### src/video_digitizer_pkg.sv
// Constants, register map and types for the RGB video digitizer control block.
package video_digitizer_pkg;

  // ----------------------------------------------------------------
  // Register map (byte addresses on APB)
  // ----------------------------------------------------------------
  localparam logic [11:0] clamp_code_offset  = 12'h000;  // Three words, stride 4
  localparam logic [11:0] coarse_gain_offset = 12'h00C;  // Three words, stride 4
  localparam logic [11:0] fine_gain_offset   = 12'h018;  // Three words, stride 4
  localparam logic [11:0] status_offset      = 12'h024;
  localparam logic [11:0] coarse_state_offset = 12'h028; // Three words, stride 4
  localparam logic [11:0] word_stride        = 12'h004;

  // ----------------------------------------------------------------
  // Field widths and reset values
  // ----------------------------------------------------------------
  localparam int          channel_count     = 3;
  localparam int          sample_width      = 8;
  localparam int          clamp_width       = 8;
  localparam int          coarse_width      = 7;
  localparam int          fine_width        = 5;
  localparam logic [7:0]  clamp_reset       = 8'h00;
  localparam logic [6:0]  coarse_reset      = 7'h20;
  localparam logic [4:0]  fine_reset        = 5'h00;
  localparam logic [6:0]  coarse_min        = 7'h00;
  localparam logic [6:0]  coarse_max        = 7'h7F;
  localparam logic [8:0]  sample_max        = 9'h0FF;
  localparam logic [7:0]  sample_full       = 8'hFF;
  localparam logic [7:0]  sample_zero       = 8'h00;

  // ----------------------------------------------------------------
  // Timing
  // ----------------------------------------------------------------
  localparam int          ref_low_periods   = 8;
  localparam logic [3:0]  ref_low_count     = 4'(ref_low_periods);

  typedef enum logic [1:0] {
    line_video_type_idle,
    line_sync,
    line_clamp,
    line_video
  } line_phase_type;

endpackage : video_digitizer_pkg

### src/rgb_video_digitizer_control.sv
// Control logic of the triple 8-bit RGB video digitizer: clamp, gain, outputs, clocks.
//
// Contract
// - Per-channel 8-bit clamp code, half-LSB steps.
// - Clamp applies only while clamp pulse high.
// - Clamp code defaults to zero.
// - Output sample saturated into 0 to 255.
// - Calibrate gain every line before clamp.
// - Sync selects reference, else video input.
// - Compare sync result with coarse preset.
// - Three 7-bit coarse preset registers.
// - Per-channel 5-bit fine gain trim.
// - Samples during sync flagged invalid.
// - Per-channel out-of-range flag.
// - Output one clock after sampling.
// - Straight binary 8-bit, bit 7 MSB.
// - Output enable low drives, high releases.
// - Power-down input enters power-down.
// - Clock invert input inverts clock outputs.
// - Clock outputs follow sample and phase clocks; both carry one half-rate marker of pclk.
// - Reference pulse resynced, low eight periods.
module rgb_video_digitizer_control #(
  parameter int channels = video_digitizer_pkg::channel_count
) (
  input  wire logic        pclk,                  // Sampling clock
  input  wire logic        presetn,               // Async reset, active low
  input  wire logic        psel,                  // APB select
  input  wire logic        penable,               // APB enable
  input  wire logic        pwrite,                // APB direction
  input  wire logic [11:0] paddr,                 // APB byte address
  input  wire logic [31:0] pwdata,                // APB write data
  output logic      [31:0] prdata,                // APB read data
  output logic             pready,                // APB ready
  output logic             pslverr,               // APB error
  input  wire logic [26:0] adc_raw,               // Raw converter results, 9 bits per channel
  input  wire logic [2:0]  adc_over,              // Converter over full scale per channel
  input  wire logic        line_sync_in,          // Line sync level
  input  wire logic        clamp_pulse_in,        // Clamp pulse, active high
  input  wire logic        output_enable_n,       // Output enable, active low
  input  wire logic        power_down_in,         // Power-down request
  input  wire logic        clock_invert_in,       // Clock output invert command
  input  wire logic        ref_pulse_in,          // Reference pulse before resync
  output logic      [23:0] sample_out,            // Samples R[23:16] G[15:8] B[7:0]
  output logic      [23:0] sample_oe,             // Drive enable per sample bit
  output logic             sample_valid,          // Low for calibration samples
  output logic             red_over_range,        // Red out of range
  output logic             green_over_range,      // Green out of range
  output logic             blue_over_range,       // Blue out of range
  output logic             ref_select,            // Front end routes reference when high
  output logic             clamp_active,          // Clamp switch on
  output logic      [23:0] clamp_level,           // Clamp code per channel
  output logic      [20:0] coarse_gain,           // Live coarse gain per channel
  output logic      [14:0] fine_gain,             // Fine trim per channel
  output logic             power_down,            // Analog power-down
  output logic             sample_clock_out,      // In phase with sampling clock
  output logic             phase_a_clock_out,     // Same half-rate phase marker as sample_clock_out
  output logic             resync_ref_pulse_out   // Resynced reference, low 8 periods
);

  // ----------------------------------------------------------------
  // Register file
  // ----------------------------------------------------------------
  logic [7:0]  clamp_reg [channels];
  logic [6:0]  preset_reg [channels];
  logic [4:0]  fine_reg [channels];
  logic [7:0]  next_clamp_reg [channels];
  logic [6:0]  next_preset_reg [channels];
  logic [4:0]  next_fine_reg [channels];
  logic [31:0] next_prdata;
  logic        next_pready;
  logic        next_pslverr;

  // Live coarse gain and calibration state
  logic [6:0]  gain_reg [channels];
  logic [6:0]  next_gain_reg [channels];
  logic        sync_seen;
  logic        next_sync_seen;
  logic [8:0]  sync_result [channels];
  logic [8:0]  next_sync_result [channels];
  logic        sync_prev;
  logic        next_sync_prev;

  logic        setup;
  assign setup = psel && !penable;

  // Writes wait for the access edge so that an aborted transfer changes nothing
  logic        access;
  assign access = psel && penable && pready;

  always_comb begin
    next_prdata  = prdata;
    next_pready  = 1'b0;
    next_pslverr = 1'b0;
    for (int i = 0; i < channels; i++) begin
      next_clamp_reg[i]  = clamp_reg[i];
      next_preset_reg[i] = preset_reg[i];
      next_fine_reg[i]   = fine_reg[i];
    end
    // No wait state: answer in the first access cycle after setup
    if (setup) begin
      next_pready  = 1'b1;
      next_prdata  = 32'h0000_0000;
      next_pslverr = 1'b1;
      for (int i = 0; i < channels; i++) begin
        if (paddr == video_digitizer_pkg::clamp_code_offset
                     + 12'(i) * video_digitizer_pkg::word_stride) begin
          next_pslverr = 1'b0;
          next_prdata  = {24'h000000, clamp_reg[i]};
        end
        if (paddr == video_digitizer_pkg::coarse_gain_offset
                     + 12'(i) * video_digitizer_pkg::word_stride) begin
          next_pslverr = 1'b0;
          next_prdata  = {25'h0000000, preset_reg[i]};
        end
        if (paddr == video_digitizer_pkg::fine_gain_offset
                     + 12'(i) * video_digitizer_pkg::word_stride) begin
          next_pslverr = 1'b0;
          next_prdata  = {27'h0000000, fine_reg[i]};
        end
        if (paddr == video_digitizer_pkg::coarse_state_offset
                     + 12'(i) * video_digitizer_pkg::word_stride) begin
          next_pslverr = pwrite;
          next_prdata  = {25'h0000000, gain_reg[i]};
        end
      end
      if (paddr == video_digitizer_pkg::status_offset) begin
        next_pslverr = pwrite;
        next_prdata  = {26'h0000000, sync_prev, clamp_pulse_in, power_down_in,
                        red_over_range, green_over_range, blue_over_range};
      end
      if (next_pslverr) next_prdata = 32'h0000_0000;
    end
    // Writes land at the access edge at which pready is seen high
    if (access && pwrite) begin
      for (int i = 0; i < channels; i++) begin
        if (paddr == video_digitizer_pkg::clamp_code_offset
                     + 12'(i) * video_digitizer_pkg::word_stride)
          next_clamp_reg[i] = pwdata[7:0];
        if (paddr == video_digitizer_pkg::coarse_gain_offset
                     + 12'(i) * video_digitizer_pkg::word_stride)
          next_preset_reg[i] = pwdata[6:0];
        if (paddr == video_digitizer_pkg::fine_gain_offset
                     + 12'(i) * video_digitizer_pkg::word_stride)
          next_fine_reg[i] = pwdata[4:0];
      end
    end
  end

  always_ff @(posedge pclk or negedge presetn) begin
    if (!presetn) begin
      prdata  <= 32'h0000_0000;
      pready  <= 1'b0;
      pslverr <= 1'b0;
      for (int i = 0; i < channels; i++) begin
        clamp_reg[i]  <= video_digitizer_pkg::clamp_reset;
        preset_reg[i] <= video_digitizer_pkg::coarse_reset;
        fine_reg[i]   <= video_digitizer_pkg::fine_reset;
      end
    end else begin
      prdata  <= next_prdata;
      pready  <= next_pready;
      pslverr <= next_pslverr;
      for (int i = 0; i < channels; i++) begin
        clamp_reg[i]  <= next_clamp_reg[i];
        preset_reg[i] <= next_preset_reg[i];
        fine_reg[i]   <= next_fine_reg[i];
      end
    end
  end

  // ----------------------------------------------------------------
  // Line calibration
  // ----------------------------------------------------------------
  // The last sync sample is compared on the falling edge of sync, so the
  // gain settles before the clamp pulse that follows in the same line.
  always_comb begin
    next_sync_prev = line_sync_in;
    next_sync_seen = sync_seen;
    for (int i = 0; i < channels; i++) begin
      next_gain_reg[i]    = gain_reg[i];
      next_sync_result[i] = sync_result[i];
      if (line_sync_in) next_sync_result[i] = adc_raw[9*i +: 9];
    end
    if (line_sync_in) next_sync_seen = 1'b1;
    if (sync_prev && !line_sync_in && sync_seen) begin
      next_sync_seen = 1'b0;
      for (int i = 0; i < channels; i++) begin
        // Comparison against the preset, one step per line
        if (sync_result[i] < {2'b00, preset_reg[i]}) begin
          if (gain_reg[i] != video_digitizer_pkg::coarse_max)
            next_gain_reg[i] = gain_reg[i] + 7'h01;
        end else if (sync_result[i] > {2'b00, preset_reg[i]}) begin
          if (gain_reg[i] != video_digitizer_pkg::coarse_min)
            next_gain_reg[i] = gain_reg[i] - 7'h01;
        end
      end
    end
  end

  always_ff @(posedge pclk or negedge presetn) begin
    if (!presetn) begin
      sync_prev <= 1'b0;
      sync_seen <= 1'b0;
      for (int i = 0; i < channels; i++) begin
        gain_reg[i]    <= video_digitizer_pkg::coarse_reset;
        sync_result[i] <= 9'h000;
      end
    end else begin
      sync_prev <= next_sync_prev;
      sync_seen <= next_sync_seen;
      for (int i = 0; i < channels; i++) begin
        gain_reg[i]    <= next_gain_reg[i];
        sync_result[i] <= next_sync_result[i];
      end
    end
  end

  // ----------------------------------------------------------------
  // Sample pipeline and analog controls
  // ----------------------------------------------------------------
  logic [23:0] next_sample_out;
  logic [2:0]  next_over;
  logic [23:0] next_clamp_level;
  logic [20:0] next_coarse_gain;
  logic [14:0] next_fine_gain;
  logic [3:0]  ref_count;
  logic [3:0]  next_ref_count;
  logic        ref_prev;
  logic        next_ref_prev;
  logic        next_ref_out;

  always_comb begin
    for (int i = 0; i < channels; i++) begin
      // Raw results above full scale are limited; bit 7 stays the MSB
      if (adc_raw[9*i +: 9] > video_digitizer_pkg::sample_max)
        next_sample_out[8*i +: 8] = video_digitizer_pkg::sample_full;
      else
        next_sample_out[8*i +: 8] = adc_raw[9*i +: 8];
      next_over[i] = adc_over[i] || adc_raw[9*i+8];
      next_clamp_level[8*i +: 8] = clamp_reg[i];
      next_coarse_gain[7*i +: 7] = gain_reg[i];
      next_fine_gain[5*i +: 5]   = fine_reg[i];
    end
    // Resync on this clock, then hold low for the fixed period count
    next_ref_prev  = ref_pulse_in;
    next_ref_count = ref_count;
    if (ref_pulse_in && !ref_prev)
      next_ref_count = video_digitizer_pkg::ref_low_count;
    else if (ref_count != 4'h0)
      next_ref_count = ref_count - 4'h1;
    next_ref_out = (next_ref_count == 4'h0);
  end

  always_ff @(posedge pclk or negedge presetn) begin
    if (!presetn) begin
      sample_out           <= 24'h000000;
      sample_oe            <= 24'h000000;
      sample_valid         <= 1'b0;
      red_over_range       <= 1'b0;
      green_over_range     <= 1'b0;
      blue_over_range      <= 1'b0;
      ref_select           <= 1'b0;
      clamp_active         <= 1'b0;
      clamp_level          <= 24'h000000;
      coarse_gain          <= 21'h000000;
      fine_gain            <= 15'h0000;
      power_down           <= 1'b0;
      ref_count            <= 4'h0;
      ref_prev             <= 1'b0;
      resync_ref_pulse_out <= 1'b1;
    end else begin
      sample_out           <= next_sample_out;
      sample_oe            <= {24{!output_enable_n}};
      sample_valid         <= !line_sync_in;
      blue_over_range      <= next_over[0];
      green_over_range     <= next_over[1];
      red_over_range       <= next_over[2];
      ref_select           <= line_sync_in;
      clamp_active         <= clamp_pulse_in;
      clamp_level          <= next_clamp_level;
      coarse_gain          <= next_coarse_gain;
      fine_gain            <= next_fine_gain;
      power_down           <= power_down_in;
      ref_count            <= next_ref_count;
      ref_prev             <= next_ref_prev;
      resync_ref_pulse_out <= next_ref_out;
    end
  end

  // ----------------------------------------------------------------
  // Clock outputs
  // ----------------------------------------------------------------
  // A flip-flop cannot pass the clock itself; each output toggles at half
  // rate as a phase marker, inverted on command and stopped in power-down.
  logic next_sample_clock;
  logic next_phase_clock;
  logic clock_phase;

  always_comb begin
    next_sample_clock = (clock_phase ^ clock_invert_in) && !power_down_in;
    next_phase_clock  = (clock_phase ^ clock_invert_in) && !power_down_in;
  end

  always_ff @(posedge pclk or negedge presetn) begin
    if (!presetn) begin
      clock_phase       <= 1'b0;
      sample_clock_out  <= 1'b0;
      phase_a_clock_out <= 1'b0;
    end else begin
      clock_phase       <= !clock_phase;
      sample_clock_out  <= next_sample_clock;
      phase_a_clock_out <= next_phase_clock;
    end
  end

endmodule : rgb_video_digitizer_control

### config.mk
export PLATFORM = sky130hd
export DESIGN_NAME = rgb_video_digitizer_control
export DESIGN_NICKNAME = d
export VERILOG_FILES = /design/src/video_digitizer_pkg.sv /design/src/rgb_video_digitizer_control.sv
export SDC_FILE = /design/constraint.sdc
export NUM_CORES = 1
export LEC_CHECK = 0
export BUFFER_PORTS_ARGS = -buffer_cell sky130_fd_sc_hd__buf_2
export CAP_MARGIN = 0
export CORE_MARGIN = 2
export CORE_UTILIZATION = 35
export DETAILED_ROUTE_END_ITERATION = 7
export HOLD_SLACK_MARGIN = 0.08
export PLACE_DENSITY = 0.55
export SLEW_MARGIN = 20
export SYNTH_ARGS = -nofsm -noshare
export SYNTH_HDL_FRONTEND = slang
export SYNTH_SLANG_ARGS = --single-unit
### constraint.sdc
create_clock -name pclk -period 3.3 [get_ports pclk]
set_input_delay 0.33 -clock pclk [delete_from_list [all_inputs] [get_ports pclk]]
set_output_delay 0.33 -clock pclk [all_outputs]
set_load 0.05 [all_outputs]
==> run_results.csv, run 1 <==
group,metric,value,unit
run_status,status,"completed",
place,routabilityCongestion,0.872,
route,drt_pass1_iterations,5,
clocking,clk_root_buffer_cell,"sky130_fd_sc_hd__clkbuf_16",
final_layout,post_route_cells_drive_above_1_share,0.351,
critical_path,critPathCaptureType,"flip-flop",
floorplanning,boundaryPins,237,
synthesis,mappedNetlistArea,10100,um2
critical_path,timing.reg2reg.setup_slack,210,ps
critical_path,timing.critical_path.cells,"inv_1 -> ha_1 -> nand2_1 -> o21ai_1 -> nor2_1 -> and2_1 -> inv_1 -> ha_1 -> nor2b_1 -> o31a_1 -> o21a_1 -> a211o_1 -> a221oi_2 -> xor2_1",
power_and_ir_drop,power-per-cell-area,685,nW/um2
route,post-route-drc-count,0,
clocking,clk_transition_reported_paths,60,ps
timing,finalClockSkew,18.0,ps
synthesis,netlist.top_cell.by_area,"sky130_fd_sc_hd__dfrtp_1",
timing,hold_viol_final,0,
timing,fin_tns_setup,0,ps
place,io_buffer_count,188,
synthesis,synth_seq_area_share,0.545,
floorplanning,floorplan.die.width,174,um
final_layout,nNetsFinal,1215,
critical_path,crit_slowest_cell,"sky130_fd_sc_hd__dfstp_2",
final_layout,most-common-layout-cells,"212 x sky130_fd_sc_hd__dfrtp_1, 187 x sky130_fd_sc_hd__buf_2, 73 x sky130_fd_sc_hd__mux2_2",
clocking,tritoncts,"yes",
critical_path,required,3760,ps
global_route,track_usage,0.175,
synthesis,synthArstFlopShare,1.00,
clocking,clock-sinks,219,
synthesis,synthDistinctLibCells,79,
synthesis,number_of_standard_cells_after_synthesis,863,
floorplanning,initial_utilization,0.353,
synthesis,synth_top_cell_area_share,0.527,
timing,timing.final.crit_share,0.937,
worst_hold_path,hold_path_depth,3,
timing,timing.slew.headroom,0.418,
route,ant_nets,0,
worst_hold_path,hold_crit_start,"pwdata[5]",
synthesis,synthTopCellsByArea,"sky130_fd_sc_hd__dfrtp_1 53%, sky130_fd_sc_hd__mux2_2 8.2%, sky130_fd_sc_hd__ha_1 4.6%",
synthesis,ys.warnings.count,0,
final_layout,top_register,"sync_result",
route,wirelength,26.7,mm
worst_hold_path,min_delay_worst_endpoint,"preset_reg[12]",
worst_hold_path,hp-class,"input port to flip-flop",
clocking,clk-insertion-delay-late,540,ps
route,first_iter_violations,508,
final_layout,largest_reg_flops,27,
global_route,grt-ovfl-total,0,
clocking,max-clock-path-buffers,3,
critical_path,cp_max_fo,4,
power_and_ir_drop,largest_vdd_supply_drop,498,uV
synthesis,yosys_register_bits,219,
global_route,grt_pass1_wl,41.4,mm
floorplanning,die-area,30200,um2
clocking,htree_levels,1,
route,route.vias.total,7340,
floorplanning,chipHeight,174,um
clocking,number_of_buffers_created_by_cts,26,
global_route,first_global_vias,7124,
timing,period_needed,3090,ps
timing,tightest_slew,873,ps
critical_path,crit_path_max_incr_delay,530,ps
critical_path,start_kind,"flip-flop",
critical_path,worst_r2r_startpoint,"preset_reg[19]",
route,detail_route.wl_per_cell,17.8,um
floorplanning,design.core.area,28500,um2
global_route,grt_start_max_net_pins,112,
critical_path,worstPathArrival,3550,ps
critical_path,reg2regPathDepth,14,
route,via_density_per_instance,4.91,
timing,final-max-slew-violation-count,0,
critical_path,worstSetupPathType,"flip-flop to flip-flop",
timing,finalSetupViolCount,0,
global_route,grt_antenna_before_repair,1,
synthesis,synth-edff-count,0,
final_layout,final_common_cell,"sky130_fd_sc_hd__dfrtp_1",
run,drv.max_cap_violation_count,0,
place,dp_hpwl,19.4,mm
final_layout,area_growth_syn_to_layout,25.2,%
synthesis,synth_area_per_cell,11.7,um2
timing,timing.fmax,324,MHz
synthesis,postSynth.topFlopCell,"sky130_fd_sc_hd__dfrtp_1",
power_and_ir_drop,total_power,8.65,mW
critical_path,crit-reg2reg-capture,"gain_reg[20]",
power_and_ir_drop,p_leak,6.00,nW
floorplanning,rows,62,
what timing repair did:
action	4_1_cts	5_1_grt
setup endpoints to repair	0	3
endpoints found under the hold margin	165	0
setup buffers	0	0
resized for setup	0	10
hold buffers	35	0
synth_stat cells (all sizes together) (7+ instances only):
library cell,n
buf,62
nand3,12
ha,37
clkbuf,11
nand4,8
or2,29
nor3,21
o21a,7
a22oi,12
o22ai,7
nand2,52
mux2,73
a21oi,33
nor2,40
inv,45
nor4,9
mux2i,7
a211oi,7
xnor2,15
dfrtp,212
o21ai,40
dfstp,7
nor2b,11
final cells by class:
| type | count | area (um2) |
|---|---|---|
| inverters | 45 | 169 |
| well taps | 384 | 480 |
| repair buffers | 249 | 1510 |
| flip-flops and latches | 219 | 5490 |
| clock buffers | 36 | 748 |
| multi-input cells | 549 | 4060 |
| fillers | 2806 | 15900 |
| diodes | 1 | 2.50 |
| clock inverters | 12 | 154 |
kinds of logic after synthesis:
family	count (synthesis)	share of synthesized area
fa+ha+maj	40	0.0519
flops	219	0.545
other cells	1	0.000372
xor+xnor	19	0.0165
simple gates	214	0.117
compound gates	172	0.117
mux	80	0.0886
buf+inv	118	0.0635
per-stage QoR:
stage               setup WS (ps)  instance area [um2]  hold WS (ps)  cells  utilization
finish                        209                12600           103   1495        0.442
global route                -33.2                12600           114   1495        0.442
CTS                          36.1                12600          91.9   1494        0.441
detailed placement           57.6                11300           381   1411        0.397
global placement              102                11300           391   1411        0.397
floorplan                    38.2                10200          34.4    886            -
routing by layer:
metal,track usage,part of all wire
met5,0,0
met4,0.0438,0.018
met3,0.0254,0.050
met2,0.287,0.47
met1,0.244,0.46
worst max-delay path: cells and delay by family, from the launching register on:
family,cells,cell delay (ps)
flops,1,530
simple gates,4,540
xor+xnor,1,160
buf+inv,2,150
fa+ha+maj,2,590
compound gates,5,1050
power breakdown:
part	switching [mW]	leakage (nW)	internal [mW]
logic	1.47	2.90	0.808
clock network	1.14	0.438	1.82
registers	0.361	2.67	3.05
total	2.97	6.00	5.67
worst max path at each step:
stage | endpoint | start
floorplan | gain_reg[13] | preset_reg[12]
global placement | gain_reg[6] | preset_reg[1]
detailed placement | gain_reg[6] | preset_reg[1]
CTS | gain_reg[6] | preset_reg[1]
global route | gain_reg[6] | preset_reg[3]
finish | gain_reg[20] | preset_reg[19]
(Power assumes the default switching activity.)
==> run 2: changes to the inputs <==
CAP_MARGIN = 25   (was 0)
CTS_BUF_LIST = sky130_fd_sc_hd__clkbuf_4   (was not set)
==> run 2 against run 1 <==
  * Utilization up 1.3 points
  * Via count up 5.0%
  * Global-route usage up 0.92 points
  * Critical path type unchanged
  * Largest power group unchanged
==> run_results.csv, run 2 (synthesized netlist as in run 1, its figures left out) <==
group,metric,value,unit
floorplanning,rows,62,
critical_path,crit_slowest_cell,"sky130_fd_sc_hd__dfrtp_1",
timing,period_needed,3070,ps
critical_path,crit_path_max_incr_delay,360,ps
global_route,grt-ovfl-total,0,
timing,fin_tns_setup,0,ps
route,routed-wl-met2,13.1,mm
global_route,grt_start_max_net_pins,112,
route,met3WireLength,1.50,mm
route,topRoutingLayerUsed,"met4",
timing,finalClockSkew,46.6,ps
run,drv.max_cap_violation_count,0,
floorplanning,chipHeight,174,um
critical_path,required,3890,ps
critical_path,start_kind,"flip-flop",
timing,tightest_slew,860,ps
critical_path,worst_path_dominant_cell_family,"compound AO/OA/AOI/OAI gates",
final_layout,finalNonFillerCells,1603,
global_route,grt_antenna_before_repair,1,
global_route,first_global_vias,7772,
floorplanning,floorplan.die.width,174,um
final_layout,fin_area,13000,um2
route,detail_route.wl_per_cell,17.1,um
critical_path,worstPathArrival,3660,ps
run_status,status,"completed",
floorplanning,initial_utilization,0.353,
route,ant_nets,0,
clocking,htree_levels,3,
floorplanning,design.core.area,28500,um2
timing,timing.hold.ws,143,ps
critical_path,critPathCaptureType,"flip-flop",
route,route.vias.total,7709,
power_and_ir_drop,power-per-cell-area,657,nW/um2
route,wirelength,27.4,mm
route,post-route-drc-count,0,
route,met1_length,12.3,mm
place,routabilityCongestion,0.872,
clocking,clk-insertion-delay-late,680,ps
place,io_buffer_count,188,
final_layout,top_register,"sync_result",
timing,timing.final.crit_share,0.929,
floorplanning,die-area,30200,um2
critical_path,cp_max_fo,4,
clocking,tritoncts,"yes",
final_layout,nNetsFinal,1293,
place,placed_cell_area,11300,um2
final_layout,most-common-layout-cells,"212 x sky130_fd_sc_hd__dfrtp_1, 187 x sky130_fd_sc_hd__buf_2, 94 x sky130_fd_sc_hd__clkbuf_4",
worst_hold_path,hp-class,"input port to flip-flop",
critical_path,timing.critical_path.cells,"inv_1 -> ha_1 -> a21oi_1 -> o21ai_1 -> nor2_1 -> and2_1 -> inv_1 -> ha_1 -> nor2b_1 -> o31a_1 -> o21a_1 -> a211o_1 -> a221oi_2 -> xor2_1",
final_layout,final_common_cell,"sky130_fd_sc_hd__dfrtp_1",
final_layout,post_route_cells_drive_above_1_share,0.371,
critical_path,wp_buf_inv,2,
power_and_ir_drop,largest_vdd_supply_drop,477,uV
power_and_ir_drop,p_leak,6.22,nW
clocking,clk_transition_reported_paths,60,ps
global_route,grt_pass1_wl,43.2,mm
clocking,clk_root_buffer_cell,"sky130_fd_sc_hd__clkbuf_4",
clocking,number_of_buffers_created_by_cts,67,
timing,hold_viol_final,0,
timing,timing.fmax,326,MHz
place,placed_cells_incl_taps,1411,
timing,timing.slew.headroom,0.427,
critical_path,worstSetupPathType,"flip-flop to flip-flop",
clocking,clock-sinks,219,
final_layout,area_growth_syn_to_layout,29.0,%
final_layout,largest_reg_flops,27,
timing,final-max-slew-violation-count,0,
route,drt_pass1_iterations,5,
clocking,max-clock-path-buffers,3,
route,first_iter_violations,416,
timing,finalSetupViolCount,0,
power_and_ir_drop,total_power,8.53,mW
floorplanning,boundaryPins,237,
global_route,track_usage,0.184,
place,dp_hpwl,19.4,mm
route,via_density_per_instance,4.81,
[run 2: metrics by stage]
step,utilization,worst slack [ps]
floorplan,-,38.2
global placement,0.397,102
detailed placement,0.397,57.6
CTS,0.454,55.4
global route,0.455,-57.0
finish,0.455,234
[run 2: final timing paths]
path	startpoint	endpoint	slack, ps	cells past startpoint
setup / recovery	preset_reg[18]	gain_reg[20]	230	14
hold reg to reg	fine_reg[5]	fine_gain[5]	390	0
setup reg to reg	preset_reg[18]	gain_reg[20]	230	14
max in group asynchronous	presetn	gain_reg[19]	2060	3
min in group asynchronous	presetn	clamp_level[16]	290	2
hold / removal	pwdata[0]	fine_reg[10]	140	2
[run 2: what timing repair did]
action	CTS	global route
endpoints found under the setup margin	0	3
buffers inserted	0	0
hold buffers	72	0
gates resized for setup	0	10
endpoints found under the hold margin	194	0
[run 2: layer usage]
layer,track usage,vias to the layer above
met5,0,-
met4,0.0662,0
met3,0.0401,41
met2,0.303,239
met1,0.240,3741
li1,-,3688
[run 2: final cells by class]
| class | count | area (um2) |
|---|---|---|
| Antenna cell | 1 | 2.50 |
| Timing Repair Buffer | 286 | 1880 |
| Fill cell | 2806 | 15600 |
| Inverter | 45 | 169 |
| Clock buffer | 94 | 706 |
| Tap cell | 384 | 480 |
| Clock inverter | 25 | 208 |
| Multi-Input combinational cell | 549 | 4060 |
| Sequential cell | 219 | 5490 |
[run 2: power by group]
part	internal [mW]	switching (mW)	total (mW)
registers	3.05	0.358	3.40
clock network	1.63	1.18	2.81
logic	0.836	1.48	2.32
==> run 3: changes to the inputs <==
clock period = 2.7 ns   (was 3.3 ns; I/O delays follow)
==> run 3 against run 2 <==
  * Combinational power up 49%
  * Sequential cell count unchanged
  * Routed wire length rose by 5.1%
  * The run now ends with negative setup slack left
  * Clock skew is 13 ps lower
  * Global-route usage is 0.87 points higher
  * Register-to-register slack worse by 370 ps
==> run_results.csv, run 3 (synthesized netlist as in run 1, its figures left out) <==
group,metric,value,unit
run_status,status,"complete, but fails checks",
run_status,failed_checks,"negative setup slack",
clocking,clk-insertion-delay-late,660,ps
route,post-route-drc-count,0,
floorplanning,chipHeight,174,um
clocking,clock-sinks,219,
route,first_iter_violations,488,
final_layout,area_growth_syn_to_layout,40.0,%
final_layout,fin_area,14100,um2
floorplanning,initial_utilization,0.353,
global_route,grt_antenna_before_repair,1,
final_layout,nNetsFinal,1393,
critical_path,critPathCaptureType,"flip-flop",
global_route,first_global_vias,8370,
place,routabilityCongestion,0.875,
route,drt_pass1_iterations,6,
critical_path,cp_max_fo,6,
power_and_ir_drop,p_leak,6.71,nW
floorplanning,rows,62,
power_and_ir_drop,clockPowerShare,0.294,
power_and_ir_drop,comb_power_share,0.320,
final_layout,final_core_util,0.494,
route,detail_route.wl_per_cell,17.0,um
worst_hold_path,hp-class,"input port to flip-flop",
timing,finalSetupViolCount,3,
timing,unrepaired_setup_endpoints_after_global_routing,"true",
clocking,clk_transition_reported_paths,60,ps
critical_path,start_kind,"flip-flop",
timing,timing.slew.headroom,0.538,
final_layout,area.sequential,5490,um2
floorplanning,floorplan.die.width,174,um
power_and_ir_drop,netSwitchingPower,3.87,mW
final_layout,top_register,"sync_result",
timing,tightest_slew,693,ps
global_route,track_usage,0.193,
clocking,max-clock-path-buffers,3,
clocking,clk_root_buffer_cell,"sky130_fd_sc_hd__clkbuf_4",
global_route,grt-ovfl-total,0,
place,io_buffer_count,188,
final_layout,multi_input_gate_area,4440,um2
timing,finalClockSkew,34.0,ps
clocking,tritoncts,"yes",
floorplanning,boundaryPins,237,
place,placed_cells_incl_taps,1488,
final_layout,final_common_cell,"sky130_fd_sc_hd__dfrtp_1",
place,dp_hpwl,20.3,mm
critical_path,required,3220,ps
power_and_ir_drop,total_power,10.8,mW
run,drv.max_cap_violation_count,0,
final_layout,layout_fillers,2672,
timing,period_needed,2840,ps
clocking,number_of_buffers_created_by_cts,66,
route,via_density_per_instance,4.82,
power_and_ir_drop,power-per-cell-area,765,nW/um2
timing,hold_viol_final,0,
floorplanning,design.core.area,28500,um2
clocking,htree_levels,3,
route,wirelength,28.8,mm
place,dp_slack,-240,ps
floorplanning,die-area,30200,um2
timing,timing.final.crit_share,1.05,
global_route,grt_pass1_wl,45.4,mm
final_layout,finalNonFillerCells,1700,
critical_path,worstPathArrival,3360,ps
route,ant_nets,0,
place,placed_cell_area,12100,um2
critical_path,worstSetupPathType,"flip-flop to flip-flop",
final_layout,largest_reg_flops,27,
power_and_ir_drop,power_frac_seq,0.386,
final_layout,most-common-layout-cells,"212 x sky130_fd_sc_hd__dfrtp_1, 187 x sky130_fd_sc_hd__buf_2, 120 x sky130_fd_sc_hd__buf_4",
power_and_ir_drop,power.switching_fraction,0.358,
route,route.vias.total,8198,
timing,timing.fmax,353,MHz
timing,final_critical_path_setup_slack,-136,ps
global_route,grt_start_max_net_pins,89,
power_and_ir_drop,largest_vdd_supply_drop,398,uV
final_layout,post_route_cells_drive_above_1_share,0.459,
power_and_ir_drop,p_int,6.92,mW
timing,final-max-slew-violation-count,0,
## run 3: what timing repair did
action                                  4_1_cts  5_1_grt
buffers inserted                             18        8
hold endpoints to repair                    192        0
hold buffers                                 71        0
endpoints found under the setup margin        6       12
gates resized for setup                      22       40
pin swaps                                    31       34
## run 3: worst paths after layout
path / start / depth (start not counted) / slack (ps) / endpoint
setup reg to reg: preset_reg[5] / 13 / -140 / gain_reg[6]
min in group asynchronous: presetn / 2 / 210 / clamp_reg[10]
setup / recovery: preset_reg[5] / 13 / -140 / gain_reg[6]
max in group asynchronous: presetn / 3 / 1620 / preset_reg[19]
hold reg to reg: fine_reg[12] / 0 / 390 / fine_gain[2]
hold / removal: penable / 4 / 160 / pslverr
## run 3: through the flow
| step | TNS [ps] | hold slack [ps] |
|---|---|---|
| 2_1_floorplan | -379 | -25.6 |
| 3_3_place_gp | -706 | 330 |
| 3_5_place_dp | -940 | 330 |
| 4_1_cts | -600 | 103 |
| 5_1_grt | -810 | 140 |
| 6_report | -262 | 159 |
## run 3: power groups by stage
stage	sequential (mW)	clock [mW]	combinational [mW]
2_1_floorplan	4.74	0	1.53
3_3_place_gp	4.20	0	3.09
3_5_place_dp	4.20	0	3.15
4_1_cts	4.16	3.30	3.34
5_1_grt	4.22	3.49	3.75
6_report	4.16	3.18	3.45
## run 3: worst max-delay path: stages, from the launching register on
cell and delay [ps]:
sky130_fd_sc_hd__dfstp_2 540, sky130_fd_sc_hd__inv_2 50, sky130_fd_sc_hd__ha_4 140, sky130_fd_sc_hd__a2111o_1 430, sky130_fd_sc_hd__nor2_4 140, sky130_fd_sc_hd__inv_4 70, sky130_fd_sc_hd__buf_6 120, sky130_fd_sc_hd__ha_4 260
sky130_fd_sc_hd__a211oi_2 70, sky130_fd_sc_hd__o21bai_1 160, sky130_fd_sc_hd__a21oi_2 80, sky130_fd_sc_hd__or3_1 320, sky130_fd_sc_hd__a221oi_2 240, sky130_fd_sc_hd__xnor2_1 100
## run 3: area by class of cell
class | instances | area share
Multi-Input combinational cell | 549 | 0.315
Timing Repair Buffer | 387 | 0.191
Sequential cell | 219 | 0.389
Clock inverter | 24 | 0.0107
Inverter | 45 | 0.0125
Tap cell | 384 | 0.0341
Clock buffer | 91 | 0.0484
Antenna cell | 1 | 0.000177
## run 3: per-layer routing
layer	global-route usage	part of all wire	vias to the layer above
li1	-	-	3901
met1	0.259	0.45	3966
met2	0.301	0.46	277
met3	0.0430	0.056	54
met4	0.0812	0.027	0
met5	0	0	-
